### src/rtl/psd_pkg.sv
// psd_pkg: shared constants and carrier types for the port state / dscp block
package psd_pkg;

	// ----------------------------------------------------------------
	// configuration register numbering
	// ----------------------------------------------------------------
	localparam int unsigned DSCP_REG_FIRST = 96;
	localparam int unsigned DSCP_REG_LAST  = 111;
	localparam int unsigned PORT1_CTRL_REG = 18;
	localparam int unsigned PORT2_CTRL_REG = 34;
	localparam int unsigned GLOBAL_CTRL2   = 2;
	localparam int unsigned FLUSH_DYN_BIT  = 5;
	localparam int unsigned FLUSH_STA_BIT  = 4;

	// ----------------------------------------------------------------
	// widths and codes
	// ----------------------------------------------------------------
	localparam int unsigned CODE_POINTS = 64;
	localparam int unsigned CP_W        = 6;
	localparam int unsigned PRIO_W      = 2;
	localparam logic [1:0]  TRL_LOOKUP  = 2'h0;
	localparam logic [1:0]  TRL_PORT1   = 2'h1;
	localparam logic [1:0]  TRL_PORT2   = 2'h2;
	localparam logic [1:0]  TRL_BOTH    = 2'h3;

	// port map bit positions: bit0 port1, bit1 port2, bit2 processor port
	localparam int unsigned PM_P1  = 0;
	localparam int unsigned PM_P2  = 1;
	localparam int unsigned PM_CPU = 2;

	// reset values of per-port controls: port blocked, learning off
	localparam logic        TX_EN_RST  = 1'b0;
	localparam logic        RX_EN_RST  = 1'b0;
	localparam logic        LRN_DIS_RST = 1'b1;
	localparam logic [2:0]  PMAP_RST   = 3'h0;
	localparam logic [1:0]  PRIO_RST   = 2'h0;

	// ----------------------------------------------------------------
	// types
	// ----------------------------------------------------------------
	typedef struct packed {
		logic txEnable;
		logic rxEnable;
		logic learnDisable;
	} psd_port_ctrl_t;

	// one frame descriptor from the lookup engine
	typedef struct packed {
		logic [1:0]      srcPort;     // 0 port1, 1 port2, 2 processor
		logic [2:0]      lookupMap;   // ports chosen by address lookup
		logic            staticHit;
		logic            overrideHit;
		logic            hasTrailer;
		logic [1:0]      trailerDest;
		logic            isIp;
		logic [CP_W-1:0] codePoint;
		logic [PRIO_W-1:0] basePrio;
	} psd_frame_t;

	// forwarding decision
	typedef struct packed {
		logic [2:0]        destMap;
		logic              learn;
		logic [PRIO_W-1:0] prio;
	} psd_decision_t;

	typedef enum logic [2:0] {
		PSD_IDLE  = 3'b001,
		PSD_FLUSH = 3'b010,
		PSD_DONE  = 3'b100
	} psd_flush_state_t;

endpackage

### src/rtl/psd_skid_buffer.sv
// psd_skid_buffer: two-entry valid/ready buffer for decisions
`timescale 1ns/1ps
`default_nettype none
module psd_skid_buffer #(
	parameter int unsigned WIDTH = 8,
	parameter int unsigned DEPTH = 2
) (
	// clock and reset
	input  wire logic             ref_clk,
	input  wire logic             sys_rst,
	// fill side
	input  wire logic             inValid,
	output logic                  inReady,
	input  wire logic [WIDTH-1:0] inData,
	// drain side
	output logic                  outValid,
	input  wire logic             outReady,
	output logic [WIDTH-1:0]      outData
);
	localparam int unsigned PW = $clog2(DEPTH);

	logic [WIDTH-1:0] store [DEPTH];
	logic [PW-1:0]    wrPtr;
	logic [PW-1:0]    rdPtr;
	logic [PW:0]      count;
	wire              doWrite = inValid && inReady;
	wire              doRead  = outValid && outReady;

	// ready drops only when both entries hold words, so a stall loses none
	assign inReady  = (count < (PW+1)'(DEPTH));
	assign outValid = (count != '0);
	assign outData  = store[rdPtr];

	always_ff @(posedge ref_clk) begin
		if (sys_rst) begin
			wrPtr <= '0;
			rdPtr <= '0;
			count <= '0;
		end else begin
			if (doWrite) begin
				wrPtr <= (wrPtr == PW'(DEPTH-1)) ? '0 : wrPtr + 1'b1;
			end
			if (doRead) begin
				rdPtr <= (rdPtr == PW'(DEPTH-1)) ? '0 : rdPtr + 1'b1;
			end
			count <= count + (PW+1)'(doWrite) - (PW+1)'(doRead);
		end
	end

	// data storage needs no reset; valid gates it
	always_ff @(posedge ref_clk) begin
		if (doWrite) begin
			store[wrPtr] <= inData;
		end
	end
endmodule
`default_nettype wire

### src/rtl/psd_port_state.sv
// psd_port_state: spanning tree port gating, flush control, dscp priority
//
// What this block does
// - Code-point map bytes come from configuration registers 96 to 111.
// - The 6-bit code point decodes to 64 cases; its map bit sets priority of IP frames.
// - Port 3 is the processor port; ports 1 and 2 have tree states.
// - Ports 1 and 2 each own tx, rx and learning-disable controls.
// - Enables clear, learning disabled: no user traffic, no learning.
// - Enables clear, learning on: learns, forwards no user traffic.
// - Both enables set, learning on: forwards, receives and learns.
// - A port with enables clear still trades frames with the processor.
// - Override static hits reach the processor from a disabled port.
// - Flush bits 5:4 purge both tables for learning-disabled ports.
// - Trailer bits 1:0 select lookup, port 1, port 2 or both ports.
`timescale 1ns/1ps
`default_nettype none
module psd_port_state #(
	parameter int unsigned MAP_REGS = 16
) (
	// clock and reset
	input  wire logic                  ref_clk,
	input  wire logic                  sys_rst,
	// configuration writes (byte registers)
	input  wire logic                  cfgWrite,
	input  wire logic [7:0]            cfgAddr,
	input  wire logic [7:0]            cfgData,
	// frame descriptors in
	input  wire logic                  frmValid,
	output logic                       frmReady,
	input  wire psd_pkg::psd_frame_t   frmDesc,
	// decisions out
	output logic                       decValid,
	input  wire logic                  decReady,
	output psd_pkg::psd_decision_t     decOut,
	// address table flush handshake
	output logic                       flushReq,
	output logic [1:0]                 flushPorts,
	output logic                       flushDynamic,
	output logic                       flushStatic,
	input  wire logic                  flushAck,
	// status
	output logic [1:0]                 portForwarding,
	output logic                       flushBusy
);
	// ----------------------------------------------------------------
	// configuration registers
	// ----------------------------------------------------------------
	logic [7:0]                 dscpMap [MAP_REGS];
	psd_pkg::psd_port_ctrl_t    portCtrl [2];
	logic [7:0]                 globalCtrl2;

	wire [7:0] mapOffset = cfgAddr - 8'(psd_pkg::DSCP_REG_FIRST);
	wire       mapHit    = cfgWrite
		&& (cfgAddr >= 8'(psd_pkg::DSCP_REG_FIRST))
		&& (cfgAddr <= 8'(psd_pkg::DSCP_REG_LAST));
	wire       p1Hit = cfgWrite && (cfgAddr == 8'(psd_pkg::PORT1_CTRL_REG));
	wire       p2Hit = cfgWrite && (cfgAddr == 8'(psd_pkg::PORT2_CTRL_REG));
	wire       g2Hit = cfgWrite && (cfgAddr == 8'(psd_pkg::GLOBAL_CTRL2));

	// control bits of the port registers sit in bits 2:0 of the byte
	function automatic psd_pkg::psd_port_ctrl_t unpackCtrl(
		input logic [7:0] b
	);
		unpackCtrl = '{txEnable: b[2], rxEnable: b[1], learnDisable: b[0]};
	endfunction

	genvar gi;
	generate
		for (gi = 0; gi < MAP_REGS; gi++) begin : gMap
			always_ff @(posedge ref_clk) begin
				if (sys_rst) begin
					dscpMap[gi] <= 8'h00;
				end else if (mapHit && mapOffset[3:0] == 4'(gi)) begin
					dscpMap[gi] <= cfgData;
				end
			end
		end
	endgenerate

	always_ff @(posedge ref_clk) begin
		if (sys_rst) begin
			portCtrl[0] <= '{psd_pkg::TX_EN_RST, psd_pkg::RX_EN_RST,
				psd_pkg::LRN_DIS_RST};
			portCtrl[1] <= '{psd_pkg::TX_EN_RST, psd_pkg::RX_EN_RST,
				psd_pkg::LRN_DIS_RST};
		end else begin
			if (p1Hit) begin
				portCtrl[0] <= unpackCtrl(cfgData);
			end
			if (p2Hit) begin
				portCtrl[1] <= unpackCtrl(cfgData);
			end
		end
	end

	// ----------------------------------------------------------------
	// rapid flush
	// ----------------------------------------------------------------
	psd_pkg::psd_flush_state_t flushState;
	psd_pkg::psd_flush_state_t next_flushState;
	wire flushDyn = globalCtrl2[psd_pkg::FLUSH_DYN_BIT];
	wire flushSta = globalCtrl2[psd_pkg::FLUSH_STA_BIT];
	wire flushGo  = flushDyn && flushSta
		&& (portCtrl[0].learnDisable || portCtrl[1].learnDisable);

	always_comb begin
		next_flushState = flushState;
		case (flushState)
			psd_pkg::PSD_IDLE: begin
				if (flushGo) begin
					next_flushState = psd_pkg::PSD_FLUSH;
				end
			end
			psd_pkg::PSD_FLUSH: begin
				if (flushAck) begin
					next_flushState = psd_pkg::PSD_DONE;
				end
			end
			psd_pkg::PSD_DONE: begin
				next_flushState = psd_pkg::PSD_IDLE;
			end
			default: begin
				next_flushState = psd_pkg::PSD_IDLE;
			end
		endcase
	end

	// the flush bits self-clear in PSD_DONE, the cycle after the table engine acknowledges;
	// a software write in that same cycle wins so no request is lost
	always_ff @(posedge ref_clk) begin
		if (sys_rst) begin
			globalCtrl2 <= 8'h00;
		end else if (g2Hit) begin
			globalCtrl2 <= cfgData;
		end else if (flushState == psd_pkg::PSD_DONE) begin
			globalCtrl2[psd_pkg::FLUSH_DYN_BIT] <= 1'b0;
			globalCtrl2[psd_pkg::FLUSH_STA_BIT] <= 1'b0;
		end
	end

	always_ff @(posedge ref_clk) begin
		if (sys_rst) begin
			flushState   <= psd_pkg::PSD_IDLE;
			flushReq     <= 1'b0;
			flushPorts   <= 2'h0;
			flushDynamic <= 1'b0;
			flushStatic  <= 1'b0;
			flushBusy    <= 1'b0;
		end else begin
			flushState   <= next_flushState;
			flushReq     <= (next_flushState == psd_pkg::PSD_FLUSH);
			flushBusy    <= (next_flushState != psd_pkg::PSD_IDLE);
			if (flushState == psd_pkg::PSD_IDLE && flushGo) begin
				flushPorts   <= {portCtrl[1].learnDisable,
					portCtrl[0].learnDisable};
				flushDynamic <= 1'b1;
				flushStatic  <= 1'b1;
			end else if (next_flushState == psd_pkg::PSD_IDLE) begin
				flushDynamic <= 1'b0;
				flushStatic  <= 1'b0;
			end
		end
	end

	// ----------------------------------------------------------------
	// forwarding decision
	// ----------------------------------------------------------------
	// a port passes user traffic only with both enables set
	function automatic logic userOpen(input psd_pkg::psd_port_ctrl_t c);
		userOpen = c.txEnable && c.rxEnable;
	endfunction

	wire        fromCpu  = (frmDesc.srcPort == 2'h2);
	wire        fromP2   = (frmDesc.srcPort == 2'h1);
	psd_pkg::psd_port_ctrl_t srcCtrl;
	assign srcCtrl = fromP2 ? portCtrl[1] : portCtrl[0];
	wire        srcOpen  = userOpen(srcCtrl);

	// processor-originated frames: trailer steers, blocked ports still
	// reachable so tree control frames get out
	wire [2:0]  trlMap =
		(frmDesc.trailerDest == psd_pkg::TRL_PORT1) ? 3'h1 :
		(frmDesc.trailerDest == psd_pkg::TRL_PORT2) ? 3'h2 :
		(frmDesc.trailerDest == psd_pkg::TRL_BOTH)  ? 3'h3 : 3'h0;
	wire        useTrl   = frmDesc.hasTrailer
		&& (frmDesc.trailerDest != psd_pkg::TRL_LOOKUP);
	wire [2:0]  openMask = {1'b1, userOpen(portCtrl[1]),
		userOpen(portCtrl[0])};
	wire [2:0]  cpuMap   = useTrl ? trlMap
		: (frmDesc.lookupMap & openMask);

	// port-originated frames: user traffic only when open, otherwise
	// only processor-bound frames pass, plus override hits
	wire [2:0]  portMap  = srcOpen
		? (frmDesc.lookupMap & openMask)
		: (frmDesc.lookupMap & 3'h4);
	wire [2:0]  ovrMap   = (frmDesc.staticHit && frmDesc.overrideHit)
		? 3'h4 : 3'h0;
	wire [2:0]  destMap  = fromCpu ? cpuMap : (portMap | ovrMap);

	wire        learnOk  = !fromCpu && !srcCtrl.learnDisable;

	// full decode of the code point; each map byte holds four code points in bits 3:0, bit 0 the lowest
	localparam int unsigned CODE_POINTS_W = psd_pkg::CODE_POINTS;
	wire [CODE_POINTS_W-1:0] cpOneHot = 64'h1 << frmDesc.codePoint;
	logic [CODE_POINTS_W-1:0] mapFlat;
	generate
		for (gi = 0; gi < MAP_REGS; gi++) begin : gFlat
			assign mapFlat[gi*4 +: 4] = dscpMap[gi][3:0];
		end
	endgenerate
	wire        mapBit   = |(cpOneHot & mapFlat);
	// ip frames take the map result as the high priority class
	wire [psd_pkg::PRIO_W-1:0] prio = frmDesc.isIp
		? (mapBit ? 2'h3 : frmDesc.basePrio)
		: frmDesc.basePrio;

	psd_pkg::psd_decision_t decIn;
	assign decIn = '{destMap: destMap, learn: learnOk, prio: prio};

	psd_skid_buffer #(
		.WIDTH ($bits(psd_pkg::psd_decision_t)),
		.DEPTH (2)
	) uBuf (
		.ref_clk  (ref_clk),
		.sys_rst  (sys_rst),
		.inValid  (frmValid),
		.inReady  (frmReady),
		.inData   (decIn),
		.outValid (decValid),
		.outReady (decReady),
		.outData  (decOut)
	);

	always_ff @(posedge ref_clk) begin
		if (sys_rst) begin
			portForwarding <= 2'h0;
		end else begin
			portForwarding <= {userOpen(portCtrl[1]), userOpen(portCtrl[0])};
		end
	end
endmodule
`default_nettype wire

### config.mk
export PLATFORM = sky130hd
export DESIGN_NAME = psd_port_state
export DESIGN_NICKNAME = d
export VERILOG_FILES = /design/src/rtl/psd_pkg.sv /design/src/rtl/psd_skid_buffer.sv /design/src/rtl/psd_port_state.sv
export SDC_FILE = /design/constraint.sdc
export NUM_CORES = 1
export LEC_CHECK = 0
export BUFFER_PORTS_ARGS = -buffer_cell sky130_fd_sc_hd__buf_2
export CAP_MARGIN = 15
export CORE_ASPECT_RATIO = 0.6
export CORE_MARGIN = 5
export CORE_UTILIZATION = 45
export CTS_CLUSTER_DIAMETER = 120
export DETAILED_ROUTE_END_ITERATION = 12
export HOLD_SLACK_MARGIN = 0.02
export PLACE_DENSITY_LB_ADDON = 0.1
export SETUP_SLACK_MARGIN = 0.3
export SYNTH_ARGS = -nofsm -noshare
export SYNTH_HDL_FRONTEND = slang
export SYNTH_SLANG_ARGS = --single-unit
### constraint.sdc
create_clock -name ref_clk -period 3.1 [get_ports ref_clk]
set_input_delay 0.31 -clock ref_clk [delete_from_list [all_inputs] [get_ports ref_clk]]
set_output_delay 0.31 -clock ref_clk [all_outputs]
set_load 0.005 [all_outputs]
==> results.yml <==
die:
  design.core.area_um2: 10600
  io-pin-count: 57
  fp.dieH_um: 90.83
  fp.dieW_um: 144.7
  start_util_pct: 46.24
  die-area_um2: 13140
  floorplan.rows: 29
timing:
  finalClockSkew_ns: 0.006782
  final_setup_tns_ns: 0
  final_hold_viol_count: 0
  finalMaxSlewViolations: 0
  worstMarginPinSlew_ns: 0.8889
  fmax_ghz: 0.4597
  final-setup-viol-count: 0
  min_period_ns: 2.175
  post-route-period-util_pct: 70.18
  max_slew_margin_pct: 40.52
  final.setup.worst_slack_ns: 0.9246
  unrepaired_setup_endpoints_after_global_routing: "false"
finish:
  post_layout_nonfiller_instances: 617
  antenna_cells_inserted: 0
  proportion_of_layout_cells_with_a_drive_suffix_above_1_pct: 20.08
  final_core_util_pct: 52.09
  finish.net_count: 516
  syn_to_final_growth_pct: 12.64
routing:
  antenna_violating_nets_post_route: 0
  post-route-drc-count: 0
  number_of_drc_markers_in_iteration_0: 416
  vias_per_cell: 5.681
  vias: 3505
  drtPass1Iterations: 5
  detail_route.wl_per_cell_um: 19.67
  drt-total-wl_mm: 12.14
grt:
  number_of_global_route_vias_before_repair: 3371
  wire_length_of_the_first_global_routing_pass_mm: 18.77
  global_route.usage.total_pct: 18.89
  grt_start_max_net_pins: 30
  gr-total-overflow: 0
  number_of_antenna_violations_at_the_first_check_in_global_routing: 0
critical_path:
  critical_path_class: "primary input to register"
  critPathRequiredTime_ns: 3.19
  worst_setup_path_start_kind: "primary input"
  cpPeakStageDelay_ns: 0.44
  critical_path_buf_inv_count: 1
  critPathTopFamily: "simple AND/OR/NAND/NOR gates"
  end_kind: "register"
  worstPathArrival_ns: 2.26
  timing.critical_path.slowest_stage_cell: "sky130_fd_sc_hd__nor4_1"
  crit_chain: "buf_2, nand2b_1, o32ai_1, nor4_1, nand4_1, nor3_1, nor3_2"
  critical_path.max_fanout: 28
status:
  run_status: "complete, no violations"
power_and_ir_drop:
  ir_worst_vdd_mv: 0.3207
  power_density_nw_per_um2: 570.2
  total_leakage_power_uw: 0.002341
place:
  port_buffers: 54
  dp_worst_setup_slack_ns: 0.6416
  dp.cells: 601
  globalplace.congestion: 0.9576
  detailed_placement_wirelength_estimate_mm: 8.458
logic_synthesis:
  synth_largest_type_area_fraction_pct: 50.26
  synth_seq_area_share_pct: 57.20
  area_of_the_mapped_netlist_um2: 4900
  synth_edf_count: 82
  netlist.top_cell.by_area: "sky130_fd_sc_hd__edfxtp_1"
  synth.lib_cells_used.distinct: 51
  yosys-top-cells-area: "sky130_fd_sc_hd__edfxtp_1 (50%), sky130_fd_sc_hd__and3_1 (8.7%), sky130_fd_sc_hd__dfxtp_1 (6.9%)"
  synth-warning-count: 0
  postSynthAreaPerCell_um2: 11.21
  postSynth.asyncResetShare_pct: 0
  yosys_register_bits: 99
  ys_dominant_reg_cell: "sky130_fd_sc_hd__edfxtp_1"
  syn-instance-count: 437
  synthesis.nets: 480
clocking:
  cts_hold_buf: 0
  worstSkewPairLatency_ns: 0.35
  cts_made_buffers: 9
  root_buf_cell: "sky130_fd_sc_hd__clkbuf_16"
  clock_tree.buffer_depth: 2
  number_of_h_tree_branching_levels: 3
  clock_sink_count: 99
  cts.clk_slew.worst_paths_ns: 0.07
  cts_repair_resized_insts: 0
  tritoncts: "built"
  post_cts.repair.setup_buffers: 0
hold_path:
  hold_path.class: "primary input to register"
job:
  count_of_max_cap_constraint_violations: 0
-- per-stage QoR --
step	cell area (µm²)	hold WS (ns)	power [µW]
after floorplan	4900	0.4019	1887
after global placement	5219	0.4454	2034
after detailed placement	5219	0.4539	2048
after CTS	5519	0.1511	3175
after global routing	5519	0.1534	3289
final	5519	0.1647	3147
-- path summary, 6_finish.rpt --
path                                startpoint                to  slack [ns]  cells past startpoint
worst max-delay path                frmDesc[3]  uBuf.store[1][0]        0.92                      7
worst min-delay path                  flushAck          flushReq        0.16                      2
worst max register to register  dscpMap[1][50]  uBuf.store[1][0]        1.09                      6
worst min register to register   flushPorts[1]     flushPorts[1]        0.46                      2
-- worst reg2reg max path, cell delays in order, from the launching register on --
cell	delay [ns]
sky130_fd_sc_hd__edfxtp_1	0.38
sky130_fd_sc_hd__mux2i_1	0.22
sky130_fd_sc_hd__o32ai_1	0.11
sky130_fd_sc_hd__nor4_1	0.44
sky130_fd_sc_hd__nand4_1	0.24
sky130_fd_sc_hd__nor3_1	0.27
sky130_fd_sc_hd__nor3_2	0.09
-- kinds of logic after synthesis --
kind of cell | share of synthesized area [%]
muxes | 4.750
xor gates and xnor gates | 0.8937
and+or+nand+nor | 24.05
adders and majority gates | 0.5106
DFF | 57.20
AOI/OAI and AO/OA | 8.197
buffers and inverters | 4.392
-- cell usage after synthesis (all sizes together), types with 11 or more instances --
| cell | number |
|---|---|
| edfxtp | 82 |
| and3 | 68 |
| nand2 | 28 |
| nor2 | 26 |
| clkbuf | 23 |
| dfxtp | 17 |
| a21o | 15 |
| a21oi | 13 |
| buf | 13 |
| nand3 | 13 |
| mux2i | 12 |
| nor3 | 11 |
-- power by group --
part           internal (µW)  switching, µW
clock network            635            496
registers               1540           41.8
logic                    186            246
-- registers in the layout (all words and copies together), names as in the netlist, named ones only --
register	count
flushReq	1
globalCtrl2	2
flushState	3
flushBusy	1
uBuf.count	2
flushStatic	1
uBuf.store	12
uBuf.wrPtr	1
portCtrl	6
portForwarding	2
uBuf.rdPtr	1
dscpMap	64
flushPorts	2
-- placed cells by master (no fill, tap or decap), drive strengths merged, types with 5 or more instances in the layout --
cell / instances
a21o: 15
a21oi: 13
and3: 68
buf: 61
clkbuf: 10
dfxtp: 17
edfxtp: 82
inv: 13
mux2: 10
mux2i: 12
nand2: 28
nand2b: 9
nand3: 13
nor2: 26
nor2b: 9
nor3: 11
nor3b: 8
nor4: 5
o21ai: 8
xnor2: 5
-- area by class of cell --
class                      instances  area (µm²)
clock buffer                      10       229.0
clock inverter                     6       71.32
fill                             971        5076
inverter                          10       37.54
multi-input combinational        292        1882
sequential                        99        2803
tap                              139       173.9
timing repair buffer              61       322.8
-- metal layers --
| metal | up-vias | part of all wire, % | track usage, % |
|---|---|---|---|
| li1 | 1697 | - | - |
| met5 | - | 0 | 0 |
| met4 | 0 | 0.80 | 4.348 |
| met3 | 7 | 7.1 | 5.344 |
| met1 | 1679 | 51 | 30.58 |
| met2 | 122 | 41 | 24.42 |
(Power assumes the default switching activity.)
